File: config.mk
export PLATFORM = sky130hd
export DESIGN_NAME = ccp_control
export DESIGN_NICKNAME = d
export VERILOG_FILES = /design/src/ccp_pkg.sv /design/src/ccp_sync.sv /design/src/ccp_pin_mux.sv /design/src/ccp_control.sv
export SDC_FILE = /design/constraint.sdc
export NUM_CORES = 1
export LEC_CHECK = 0
export BUFFER_PORTS_ARGS = -buffer_cell sky130_fd_sc_hd__buf_4
export CORE_AREA = 8 8 133 135
export DETAILED_ROUTE_END_ITERATION = 8
export DIE_AREA = 0 0 141 143
export MAX_ROUTING_LAYER = met4
export PLACE_DENSITY = 0.83
export SYNTH_ARGS = -nofsm -noshare
export SYNTH_HDL_FRONTEND = slang
export SYNTH_SLANG_ARGS = --single-unit
File: constraint.sdc
create_clock -name clk -period 4.85 [get_ports clk]
set_clock_uncertainty 0.05 [all_clocks]
set_input_delay 0.97 -clock clk [delete_from_list [all_inputs] [get_ports clk]]
set_output_delay 0.97 -clock clk [all_outputs]
set_load 0.01 [all_outputs]
File: src/ccp_pkg.sv
package ccp_pkg;

  // APB map: printed offsets 3 and 4 are indices, byte address is four times the index
  localparam int unsigned ADDR_W = 12;
  localparam int unsigned INDEX_REG_IDX = 3;
  localparam int unsigned DATA_REG_IDX = 4;
  localparam logic [ADDR_W-1:0] ADDR_STATUS = 12'h000;
  localparam logic [ADDR_W-1:0] ADDR_INDEX = 12'(4 * INDEX_REG_IDX);
  localparam logic [ADDR_W-1:0] ADDR_DATA = 12'(4 * DATA_REG_IDX);
  localparam logic [ADDR_W-1:0] ADDR_LINE_VOL = 12'h014;

  // Control indirect space
  localparam int unsigned CIND_COUNT = 9;
  localparam logic [3:0] CIND_ID = 4'h1;
  localparam logic [3:0] CIND_PINMUX = 4'h8;
  localparam logic [3:0] CIND_LAST = 4'h8;
  localparam int unsigned C8_WT_BIT = 0;
  localparam int unsigned C8_DSP_BIT = 1;
  localparam logic [7:0] CIND_RESET = 8'h00;

  // Global configuration byte fields
  localparam int unsigned GCFG_SUPPRESS_BIT = 0;
  localparam int unsigned GCFG_WT_BIT = 1;
  localparam int unsigned GCFG_DSP_BIT = 2;
  localparam int unsigned GCFG_VF_LO_BIT = 3;
  localparam int unsigned GCFG_VF_HI_BIT = 4;
  localparam int unsigned GCFG_DECOUPLE_BIT = 5;
  localparam logic [7:0] GCFG_RESET = 8'h00;

  // Hardware configuration byte positions and code base values
  localparam logic [7:0] HWCFG_GLOBAL_IDX = 8'h02;
  localparam logic [7:0] HWCFG_CODE_BASE_IDX = 8'h09;
  localparam logic [7:0] CODE_BASE_CURRENT = 8'h0b;
  localparam logic [7:0] CODE_BASE_LEGACY = 8'h43;

  localparam logic [7:0] LINE_VOL_RESET = 8'h00;
  localparam logic [31:0] RDATA_ZERO = 32'h0000_0000;

  typedef enum logic [1:0] {
    VF_BUTTON_LOW,
    VF_BUTTON_HIGH,
    VF_STEP_DIR,
    VF_QUADRATURE
  } ccp_vol_fmt_t;

  typedef enum {LD_WAIT, LD_READ, LD_DONE} ccp_load_state_t;

  typedef struct packed {
    logic psel;
    logic penable;
    logic pwrite;
    logic [ADDR_W-1:0] paddr;
    logic [31:0] pwdata;
  } ccp_apb_req_t;

  typedef struct packed {
    logic [7:0] o;
    logic [7:0] oe;
  } ccp_pins8_t;

  typedef struct packed {
    logic [3:0] o;
    logic [3:0] oe;
  } ccp_ser4_t;

  typedef struct packed {
    logic [2:0] o;
    logic [2:0] oe;
  } ccp_ser3_t;

endpackage

File: src/ccp_sync.sv
`timescale 1ns/1ns
module ccp_sync #(
  parameter int unsigned W = 1
) (
  input wire logic clk,
  input wire logic reset,
  input wire logic [W-1:0] d,
  output logic [W-1:0] q
);
  import ccp_pkg::*;

  logic [W-1:0] meta_q;

  genvar i;
  generate
    for (i = 0; i < W; i++) begin : g_bit
      always_ff @(posedge clk) begin
        if (reset) begin
          meta_q[i] <= 1'b0;
          q[i] <= 1'b0;
        end else begin
          meta_q[i] <= d[i];
          q[i] <= meta_q[i];
        end
      end
    end
  endgenerate
endmodule // ccp_sync

File: src/ccp_pin_mux.sv
`timescale 1ns/1ns
module ccp_pin_mux (
  input wire logic clk,
  input wire logic reset,
  input wire logic wt_route,
  input wire logic dsp_route,
  input ccp_pkg::ccp_pins8_t periph_drv,
  input ccp_pkg::ccp_ser3_t wt_drv,
  input ccp_pkg::ccp_ser4_t dsp_drv,
  input wire logic [7:0] xd_sync,
  input wire logic [3:0] js2_sync,
  output ccp_pkg::ccp_pins8_t xd_drv,
  output ccp_pkg::ccp_ser4_t js2_drv,
  output logic [2:0] wt_rx,
  output logic [3:0] dsp_rx
);
  import ccp_pkg::*;

  ccp_pins8_t xd_d;
  ccp_ser4_t js2_d;

  // Upper data pins carry the wavetable port, lower ones the DSP port, else peripheral data
  assign xd_d.o = {wt_route ? wt_drv.o : periph_drv.o[7:5],
                   dsp_route ? dsp_drv.o : periph_drv.o[4:1], periph_drv.o[0]};
  assign xd_d.oe = {wt_route ? wt_drv.oe : periph_drv.oe[7:5],
                    dsp_route ? dsp_drv.oe : periph_drv.oe[4:1], periph_drv.oe[0]};
  // Joystick pins go back to plain inputs when the DSP port moves away
  assign js2_d.o = dsp_route ? 4'h0 : dsp_drv.o;
  assign js2_d.oe = dsp_route ? 4'h0 : dsp_drv.oe;

  always_ff @(posedge clk) begin
    if (reset) begin
      xd_drv <= '0;
      js2_drv <= '0;
      wt_rx <= 3'h0;
      dsp_rx <= 4'h0;
    end else begin
      xd_drv <= xd_d;
      js2_drv <= js2_d;
      wt_rx <= wt_route ? xd_sync[7:5] : 3'h0;
      dsp_rx <= dsp_route ? xd_sync[4:1] : js2_sync;
    end
  end
endmodule // ccp_pin_mux

File: src/ccp_control.sv
// Notes on behaviour
// - Index register at offset 3, data port at offset 4 reaches indirect 0..8.
// - Suppress bit stops every peripheral read from driving the ISA data bus.
// - Wavetable enable in indirect 8 or global byte routes wavetable to upper pins.
// - DSP pin select in indirect 8 or global byte moves DSP port to lower pins.
// - Two format bits choose one of four hardware volume pin formats.
// - Decouple bit blocks legacy synthesis volume writes from changing line volume.
// - Firmware loads only when code base byte 9 is 0x0b; 0x43 skips firmware.
// - Chip id reads from indirect 1 and codec extended id output.
`timescale 1ns/1ns
module ccp_control #(
  parameter logic [7:0] CHIP_ID = 8'h5a
) (
  input wire logic clk,
  input wire logic reset,
  input ccp_pkg::ccp_apb_req_t apb_req,
  output logic [31:0] prdata,
  output logic pready,
  output logic pslverr,
  input wire logic ee_valid,
  input wire logic [7:0] ee_addr,
  input wire logic [7:0] ee_data,
  input wire logic ee_last,
  output logic fw_load_en,
  output logic fw_ignore,
  output logic cfg_loaded,
  input wire logic isa_periph_rd,
  output logic isa_periph_drive_en,
  input wire logic [7:0] xd_in,
  input ccp_pkg::ccp_pins8_t periph_drv,
  output ccp_pkg::ccp_pins8_t xd_drv,
  input wire logic [3:0] js2_in,
  output ccp_pkg::ccp_ser4_t js2_drv,
  input ccp_pkg::ccp_ser4_t dsp_drv,
  output logic [3:0] dsp_rx,
  input ccp_pkg::ccp_ser3_t wt_drv,
  output logic [2:0] wt_rx,
  input wire logic [1:0] vol_pins,
  output logic vol_up,
  output logic vol_down,
  input wire logic synth_vol_wr,
  input wire logic [7:0] synth_vol_data,
  output logic [7:0] line_volume,
  output logic [7:0] ext_id
);
  import ccp_pkg::*;

  //////////////////////////////////////////////////////////////////////////////
  // APB decode

  logic [3:0] index_q;
  logic [7:0] cind_q [CIND_COUNT];
  logic [7:0] gcfg_q;
  logic [7:0] line_vol_q;
  logic [31:0] prdata_q;
  logic [7:0] code_base_q;
  ccp_load_state_t load_q;
  logic fw_load_q;
  logic fw_ignore_q;

  wire setup = apb_req.psel & ~apb_req.penable;
  wire access = apb_req.psel & apb_req.penable;
  wire hit_status = apb_req.paddr == ADDR_STATUS;
  wire hit_index = apb_req.paddr == ADDR_INDEX;
  wire hit_data = apb_req.paddr == ADDR_DATA;
  wire hit_line = apb_req.paddr == ADDR_LINE_VOL;
  wire hit_any = hit_status | hit_index | hit_data | hit_line;
  wire wr_access = access & apb_req.pwrite;
  // Indices past the last slot read as zero and swallow writes
  wire index_valid = index_q <= CIND_LAST;

  // Zero wait states: every access completes in its first access cycle
  assign pready = 1'b1;
  assign pslverr = access & ~hit_any;
  assign prdata = prdata_q;

  //////////////////////////////////////////////////////////////////////////////
  // Indirect control space

  // Read value of one indirect slot; the id slot is fixed and never stored
  // id slot read
  function automatic logic [7:0] cind_read(input logic [3:0] idx, input logic [7:0] stored);
    if (idx == CIND_ID) begin
      return CHIP_ID;
    end
    return stored;
  endfunction

  wire [7:0] data_port_rd = index_valid ? cind_read(index_q, cind_q[index_q]) : 8'h00;
  wire data_port_wr = wr_access & hit_data & index_valid & (index_q != CIND_ID);

  always_ff @(posedge clk) begin
    if (reset) begin
      index_q <= 4'h0;
    end else if (wr_access & hit_index) begin
      index_q <= apb_req.pwdata[3:0];
    end
  end

  genvar gi;
  generate
    for (gi = 0; gi < CIND_COUNT; gi++) begin : g_cind
      always_ff @(posedge clk) begin
        if (reset) begin
          cind_q[gi] <= CIND_RESET;
        end else if (data_port_wr && index_q == 4'(gi)) begin
          cind_q[gi] <= apb_req.pwdata[7:0];
        end
      end
    end
  endgenerate

  assign ext_id = CHIP_ID;

  //////////////////////////////////////////////////////////////////////////////
  // Read data, captured in the setup cycle

  wire [31:0] status_word = {21'h0, fw_ignore_q, fw_load_q,
                             load_q == LD_DONE, gcfg_q};
  wire [31:0] rd_mux = hit_status ? status_word :
                       hit_index ? {28'h0, index_q} :
                       hit_data ? {24'h0, data_port_rd} :
                       hit_line ? {24'h0, line_vol_q} : RDATA_ZERO;

  always_ff @(posedge clk) begin
    if (reset) begin
      prdata_q <= RDATA_ZERO;
    end else if (setup) begin
      prdata_q <= apb_req.pwrite ? RDATA_ZERO : rd_mux;
    end
  end

  //////////////////////////////////////////////////////////////////////////////
  // Hardware configuration loader

  // Bytes of the stream outside the two watched positions pass by untouched
  always_ff @(posedge clk) begin
    if (reset) begin
      load_q <= LD_WAIT;
      gcfg_q <= GCFG_RESET;
      code_base_q <= 8'h00;
      fw_load_q <= 1'b0;
      fw_ignore_q <= 1'b0;
    end else begin
      case (load_q)
        LD_WAIT, LD_READ: begin
          if (ee_valid) begin
            load_q <= ee_last ? LD_DONE : LD_READ;
            if (ee_addr == HWCFG_GLOBAL_IDX) begin
              gcfg_q <= ee_data;
            end
            if (ee_addr == HWCFG_CODE_BASE_IDX) begin
              code_base_q <= ee_data;
            end
          end
        end
        LD_DONE: begin
          fw_load_q <= code_base_q == CODE_BASE_CURRENT;
          fw_ignore_q <= code_base_q != CODE_BASE_CURRENT;
        end
        default: begin
          load_q <= LD_WAIT;
        end
      endcase
    end
  end

  assign fw_load_en = fw_load_q;
  assign fw_ignore = fw_ignore_q;
  assign cfg_loaded = load_q == LD_DONE;

  //////////////////////////////////////////////////////////////////////////////
  // Peripheral read suppression and pin routing

  wire suppress = gcfg_q[GCFG_SUPPRESS_BIT];
  assign isa_periph_drive_en = isa_periph_rd & ~suppress;

  wire wt_route = cind_q[CIND_PINMUX][C8_WT_BIT] | gcfg_q[GCFG_WT_BIT];
  wire dsp_route = cind_q[CIND_PINMUX][C8_DSP_BIT] | gcfg_q[GCFG_DSP_BIT];

  logic [7:0] xd_sync;
  logic [3:0] js2_sync;
  logic [1:0] vol_sync;

  ccp_sync #(.W(14)) u_sync (
    .clk(clk),
    .reset(reset),
    .d({vol_pins, js2_in, xd_in}),
    .q({vol_sync, js2_sync, xd_sync})
  );

  ccp_pin_mux u_mux (
    .clk(clk),
    .reset(reset),
    .wt_route(wt_route),
    .dsp_route(dsp_route),
    .periph_drv(periph_drv),
    .wt_drv(wt_drv),
    .dsp_drv(dsp_drv),
    .xd_sync(xd_sync),
    .js2_sync(js2_sync),
    .xd_drv(xd_drv),
    .js2_drv(js2_drv),
    .wt_rx(wt_rx),
    .dsp_rx(dsp_rx)
  );

  //////////////////////////////////////////////////////////////////////////////
  // Hardware volume pins

  logic [1:0] vol_prev_q;
  logic vol_up_q;
  logic vol_down_q;
  // Synchroniser reads low in reset; a pin idling high would otherwise look like an edge
  logic [2:0] vol_arm_q;

  wire [1:0] vf_bits = {gcfg_q[GCFG_VF_HI_BIT], gcfg_q[GCFG_VF_LO_BIT]};
  wire ccp_vol_fmt_t vol_fmt = ccp_vol_fmt_t'(vf_bits);
  wire [1:0] rise = vol_sync & ~vol_prev_q;
  wire [1:0] fall = ~vol_sync & vol_prev_q;
  wire quad_step = vol_sync[0] ^ vol_prev_q[0];
  wire vol_armed = vol_arm_q[2];
  logic up_d;
  logic down_d;

  always_comb begin
    up_d = 1'b0;
    down_d = 1'b0;
    case (vol_fmt)
      VF_BUTTON_LOW: begin
        up_d = fall[0];
        down_d = fall[1];
      end
      VF_BUTTON_HIGH: begin
        up_d = rise[0];
        down_d = rise[1];
      end
      VF_STEP_DIR: begin
        up_d = rise[0] & vol_sync[1];
        down_d = rise[0] & ~vol_sync[1];
      end
      VF_QUADRATURE: begin
        up_d = quad_step & (vol_sync[0] ^ vol_sync[1]);
        down_d = quad_step & ~(vol_sync[0] ^ vol_sync[1]);
      end
      default: begin
        up_d = 1'b0;
        down_d = 1'b0;
      end
    endcase
  end

  always_ff @(posedge clk) begin
    if (reset) begin
      vol_prev_q <= 2'h0;
      vol_arm_q <= 3'h0;
      vol_up_q <= 1'b0;
      vol_down_q <= 1'b0;
    end else begin
      vol_prev_q <= vol_sync;
      vol_arm_q <= {vol_arm_q[1:0], 1'b1};
      vol_up_q <= up_d & vol_armed;
      vol_down_q <= down_d & vol_armed;
    end
  end

  assign vol_up = vol_up_q;
  assign vol_down = vol_down_q;

  //////////////////////////////////////////////////////////////////////////////
  // Line input volume

  wire synth_takes = synth_vol_wr & ~gcfg_q[GCFG_DECOUPLE_BIT];

  // Host write wins over a synthesis write in the same cycle
  always_ff @(posedge clk) begin
    if (reset) begin
      line_vol_q <= LINE_VOL_RESET;
    end else if (wr_access & hit_line) begin
      line_vol_q <= apb_req.pwdata[7:0];
    end else if (synth_takes) begin
      line_vol_q <= synth_vol_data;
    end
  end

  assign line_volume = line_vol_q;
endmodule // ccp_control

==> flow_metrics.py, run 1 <==
metrics = {
    "outcome": {
        "status": "complete, no violations",
    },
    "floorplanning": {
        "fp.dieH_um": 143,
        "fp.dieW_um": 141,
        "die_area_mm2": 0.02016,
        "core_area_mm2": 0.01560,
        "rows": 46,
        "io-pin-count": 208,
        "initial_core_util": 0.4911,
    },
    "grt": {
        "gr-usage-met2": 0.3490,
        "grtUsageTotal": 0.2110,
        "grt_pass1_vias": 6086,
        "gr-usage-met3": 0.05209,
        "use_met1": 0.2414,
        "antenna_found_initial": 0,
        "grt_pass1_wl_um": 31720,
        "busiest_layer": "met2",
        "grt_max_degree": 66,
        "grt-ovfl-total": 0,
    },
    "power": {
        "switching_share": 0.2316,
        "intPower_uw": 2529,
        "seqPwrFrac": 0.507,
        "p_clk_frac": 0.420,
        "ir_drop_v": 0.0002648,
        "leakage_uw": 0.003854,
        "power.total_uw": 3291,
        "p_comb_frac": 0.072,
        "powerDensity_mw_per_mm2": 346.5,
        "netSwitchingPower_uw": 762.1,
    },
    "logic_synthesis": {
        "synth_cell_types": 58,
        "netlist.area_leader.share": 0.2901,
        "synthesis.area_mm2": 0.007660,
        "ys_ff_latch": 183,
        "synth_area_leaders": "dfxtp_1 (29%), edfxtp_1 (28%), mux2i_1 (5.5%)",
        "avgSynthCellArea_um2": 10.61,
        "async_reset_ff_frac": 0,
        "synthCells": 722,
        "synth_top_area_cell": "dfxtp_1",
        "synth-seq-area-share": 0.5724,
        "yosys-top-cells-count": "dfxtp_1 (111), edfxtp_1 (72), nand2_1 (68)",
        "yosysMostFrequentCell": "dfxtp_1",
        "synth_edf_count": 72,
        "yosysWarningCount": 0,
        "yosys_most_used_dff": "dfxtp_1",
    },
    "placement": {
        "port_buffers": 152,
        "dpl-instance-area_mm2": 0.008902,
        "place_congestion": 0.8885,
        "dpl.hpwl_um": 15170,
    },
    "sta": {
        "period_share": 0.7431,
        "finalSetupTns_ns": 0,
        "hold_viol": 0,
        "tightest_slew_ns": 0.9494,
        "rsz0062_at_grt": "no",
        "slew_violations": 0,
        "slew_headroom": 0.3662,
        "fmax_ghz": 0.2775,
        "period_needed_ns": 3.604,
        "finalSetupViolations": 0,
    },
    "clocking": {
        "clk_path_buf_depth": 2,
        "clkTransAtPathRegs_ns": 0.07,
        "clk_latency_ns": 0.44,
        "cts_made_buffers": 17,
        "clock_sinks": 183,
        "cts_tree": "yes",
        "hold_buffers": 0,
        "cts_resized": 0,
        "h-tree-depth": 4,
        "post_cts_buffers": 0,
        "root_buffer": "clkbuf_16",
    },
    "routing": {
        "first_iter_violations": 503,
        "drc": 0,
        "wl_per_cell_um": 18.58,
        "dr.pass1.iters": 5,
        "final_antenna_net_count": 0,
        "vias": 6015,
        "via_per_inst": 5.463,
        "routed_wl_um": 20460,
    },
    "worst_setup_path": {
        "crit_path_start_kind": "input port",
        "worstSetupPathType": "in2out",
        "required_ns": 3.83,
        "crit_path_end_kind": "output port",
        "crit_path_max_fanout": 10,
        "critPathArrivalTime_ns": 2.58,
    },
    "layout": {
        "fillers": 1258,
        "layout-drive-gt1-share": 0.2475,
        "nNetsFinal": 995,
        "final_area_mm2": 0.009497,
        "n_antenna_cell": 0,
        "areaGrowthSynthToFinish_pct": 23.98,
        "fin_util": 0.6089,
    },
    "run": {
        "drv_cap": 0,
    },
    "hold_path": {
        "hp-class": "reg2reg",
    },
}
flip-flops by register name, summed over array words and instances (netlist names), named ones only:
signal / cells
cind_q: 72
code_base_q: 8
fw_ignore: 1
fw_load_en: 1
gcfg_q: 8
index_q: 4
line_volume: 8
load_q: 2
prdata: 11
u_mux.dsp_rx: 4
u_mux.js2_drv: 8
u_mux.wt_rx: 3
u_mux.xd_drv: 16
u_sync.meta_q: 13
u_sync.q: 13
vol_arm_q: 3
vol_down: 1
vol_prev_q: 2
vol_up: 1
placed cells by master (no fill, tap or decap), types with 4 or more instances in the layout:
cell type / instances
nand2b_1: 5
nor3b_1: 4
mux2i_1: 42
nor2b_1: 36
a211oi_1: 10
nand2_1: 68
a31oi_1: 5
o31ai_1: 4
a32oi_1: 4
and3_1: 13
edfxtp_1: 72
o22ai_1: 8
inv_1: 11
nand3_1: 17
conb_1: 38
mux2_2: 14
dfxtp_1: 111
clkbuf_16: 17
nor2_1: 65
a22oi_1: 5
o21ai_0: 16
o221ai_1: 6
nor3_1: 23
buf_4: 159
nor4_1: 5
and2_1: 32
clkinvlp_4: 4
nand3b_1: 4
a21oi_1: 30
a221oi_1: 8
per-stage QoR:
| step | instances | worst slack, ns | hold slack, ns |
|---|---|---|---|
| 2_1_floorplan | 758 | 1.320 | 0.3638 |
| 3_3_place_gp | 1069 | 1.020 | 0.3663 |
| 3_5_place_dp | 1069 | 0.9432 | 0.3720 |
| 4_1_cts | 1101 | 1.269 | 0.3886 |
| 5_1_grt | 1101 | 1.152 | 0.4003 |
| 6_report | 1101 | 1.246 | 0.3876 |
worst max-delay path: stages:
cell and delay [ns]:
buf_4 0.11, or4_1 0.60, nor3_2 0.19, buf_4 0.19
o21ai_0 0.13, and3_1 0.24, buf_4 0.15
per-layer routing:
| metal | share of wire | vias up | wire length (um) |
|---|---|---|---|
| met5 | 0 | - | 0 |
| met4 | 0.030 | 0 | 607 |
| met3 | 0.081 | 46 | 1661 |
| met2 | 0.50 | 309 | 10170 |
| met1 | 0.39 | 2852 | 8019 |
| li1 | - | 2808 | - |
power by group through the flow:
| stage | clock (uW) | combinational [uW] | sequential (uW) |
|---|---|---|---|
| CTS | 1390 | 237 | 1670 |
| global route | 1460 | 258 | 1670 |
| finish | 1380 | 238 | 1670 |
| global placement | 0 | 231 | 1700 |
| floorplan | 0 | 116 | 1710 |
| detailed placement | 0 | 235 | 1700 |
final timing paths:
kind	start	end	slack, ns	cells past startpoint
worst max register to register	index_q[0]	cind_q[3][7]	1.92	6
worst max-delay path	apb_req[38]	pslverr	1.25	7
worst min register to register	u_sync.q[11]	u_mux.dsp_rx[3]	0.39	2
worst min-delay path	u_sync.q[11]	u_mux.dsp_rx[3]	0.39	2
final cells by class:
type,count,area [um2],share of cell area
Clock inverter,15,168.9,0.01779
Sequential cell,183,4384,0.4617
Tap cell,216,270.3,0.02846
Inverter,12,45.04,0.004743
Clock buffer,17,425.4,0.04480
Multi-Input combinational cell,499,3009,0.3169
Timing Repair Buffer,159,1194,0.1257
kinds of logic (layout without fill, tap and decap cells):
logic type	after synthesis	in the layout	share of synthesized area
flops	183	183	0.5724
simple gates	295	295	0.2004
other cells	2	38	0.0009804
compound gates	106	106	0.09098
mux	57	57	0.07840
fa+ha+maj	2	2	0.003266
buf+inv	76	203	0.05243
xor+xnor	1	1	0.001144
Power figures use the tool's default switching activity.
==> run 2, diff against run 1 <==
==> constraint.sdc (replaced) <==
create_clock -name clk -period 3.75 [get_ports clk]
set_clock_uncertainty 0.05 [all_clocks]
set_input_delay 0.75 -clock clk [delete_from_list [all_inputs] [get_ports clk]]
set_output_delay 0.75 -clock clk [all_outputs]
set_load 0.01 [all_outputs]
==> run 2 against run 1 <==
Effect of this change:
- combinational power rose by 30%
- flip-flop and latch count did not move
- register-to-register slack got worse by 0.77 ns
- worst setup slack got worse by 0.58 ns
- die area did not move
- largest cell class unchanged
==> flow_metrics.py, run 2 (synthesis gave the netlist of run 1 again) <==
metrics = {
    "outcome": {
        "status": "complete, no violations",
    },
    "routing": {
        "drc": 0,
        "via_per_inst": 5.356,
        "routed_wl_um": 20400,
        "first_iter_violations": 415,
        "vias": 5945,
        "final_antenna_net_count": 0,
        "wl_per_cell_um": 18.38,
        "dr.pass1.iters": 5,
    },
    "run": {
        "drv_cap": 0,
    },
    "sta": {
        "hold_viol": 0,
        "rsz0062_at_grt": "no",
        "tightest_slew_ns": 0.9237,
        "fmax_ghz": 0.3238,
        "finalSetupTns_ns": 0,
        "period_needed_ns": 3.088,
        "slew_violations": 0,
        "slew_headroom": 0.3829,
        "worst_slack_ns": 0.6620,
        "period_share": 0.8235,
        "finalSetupViolations": 0,
    },
    "layout": {
        "layout-drive-gt1-share": 0.2506,
        "instances_no_fill": 1110,
        "layout_commonest_cell": "buf_4",
        "n_antenna_cell": 0,
        "top_register": "cind_q",
        "fillers": 1267,
        "areaGrowthSynthToFinish_pct": 24.50,
        "mostFrequentLayoutCells": "buf_4 (168), dfxtp_1 (111), edfxtp_1 (72)",
        "largest_reg_flops": 72,
        "nNetsFinal": 1004,
        "reg.largest.list": "cind_q (72), u_mux.xd_drv (16)",
    },
    "clocking": {
        "root_buffer": "clkbuf_16",
        "clk_latency_ns": 0.43,
        "cts_made_buffers": 17,
        "cts_resized": 0,
        "post_cts_buffers": 0,
        "clock_sinks": 183,
        "cts_tree": "yes",
        "clkTransAtPathRegs_ns": 0.06,
        "clk_path_buf_depth": 2,
        "hold_buffers": 0,
        "h-tree-depth": 4,
    },
    "floorplanning": {
        "core_area_mm2": 0.01560,
        "fp.dieH_um": 143,
        "die_area_mm2": 0.02016,
        "fp.dieW_um": 141,
        "initial_core_util": 0.4911,
        "rows": 46,
        "io-pin-count": 208,
    },
    "grt": {
        "grt_pass1_vias": 6082,
        "grt-ovfl-total": 0,
        "grtUsageTotal": 0.2111,
        "grt_pass1_wl_um": 31780,
        "antenna_found_initial": 0,
        "grt_max_degree": 53,
    },
    "worst_setup_path": {
        "r2r_cells": 5,
        "critPathArrivalTime_ns": 2.29,
        "crit_path_start_kind": "input port",
        "cp.depth": 6,
        "cpMostUsedCell": "buf_4",
        "critPathMaxStageDelay_ns": 0.61,
        "critPathTopFamily": "simple AND/OR/NAND/NOR gates",
        "crit_path_max_fanout": 2,
        "crit_path_end_kind": "output port",
        "worstSetupPathType": "in2out",
        "worstPathCellList": "buf_4 > or4_1 > nor3_2 > o21ai_0 > and3_1 > buf_4",
        "slowest_stage": "or4_1",
        "crit_buf_inv": 2,
        "required_ns": 2.95,
    },
    "placement": {
        "port_buffers": 152,
        "place_ws_ns": 0.4264,
        "placedCellCount": 1078,
        "dpl.hpwl_um": 15100,
        "place_congestion": 0.8873,
    },
    "power": {
        "power.total_uw": 4151,
        "netSwitchingPower_uw": 897.5,
        "intPower_uw": 3253,
        "switching_share": 0.2162,
        "leakage_uw": 0.003913,
        "p_clk_frac": 0.405,
        "p_comb_frac": 0.075,
        "seqPwrFrac": 0.521,
        "ir_drop_v": 0.0003372,
        "powerDensity_mw_per_mm2": 435.2,
    },
    "hold_path": {
        "hp-class": "reg2reg",
        "hold_depth": 1,
    },
}
run 2: cell types whose count changed in the layout (fill, tap and decap cells not counted), moves of 3 or more:
cell / change
inv_6: -3
clkbuf_8: +3
buf_4: +9
clkinvlp_4: -4
clkbuf_1: +3
run 2: path summary, 6_finish.rpt:
path / slack (ns) / from / endpoint
worst min-delay path: 0.39 / u_sync.meta_q[1] / u_sync.q[1]
worst max-delay path: 0.66 / apb_req[38] / pslverr
worst min register to register: 0.39 / u_sync.meta_q[1] / u_sync.q[1]
worst max register to register: 1.15 / index_q[0] / cind_q[5][3]
run 2: through the flow:
| step | utilization | instance area, um2 | hold WS (ns) |
|---|---|---|---|
| 2_1_floorplan | - | 7795 | 0.3638 |
| 5_1_grt | 0.6114 | 9537 | 0.3973 |
| 3_3_place_gp | 0.5751 | 8970 | 0.3660 |
| 4_1_cts | 0.6114 | 9537 | 0.3893 |
| 3_5_place_dp | 0.5751 | 8970 | 0.3745 |
| 6_report | 0.6114 | 9537 | 0.3871 |
run 2: final cells by class:
class,instances,area (um2),share of cell area
repair buffers,168,1261,0.1322
inverters,12,45.04,0.004723
clock buffers,25,528.0,0.05537
multi-input cells,499,3009,0.3155
well taps,216,270.3,0.02834
clock inverters,7,38.79,0.004067
flip-flops and latches,183,4384,0.4597
run 2: metal layers:
layer / up-vias / part of all wire / track usage
met4: 0 / 0.028 / 0.08654
met3: 48 / 0.080 / 0.06010
met2: 270 / 0.50 / 0.3505
met1: 2795 / 0.39 / 0.2368
met5: - / 0 / -
li1: 2832 / - / -
run 2: power by group through the flow:
stage          Clock (uW)  Combinational (uW)  Sequential [uW]
2_1_floorplan           0                 150             2210
3_3_place_gp            0                 302             2200
3_5_place_dp            0                 307             2200
4_1_cts              1700                 309             2160
5_1_grt              1780                 336             2170
6_report             1680                 310             2160
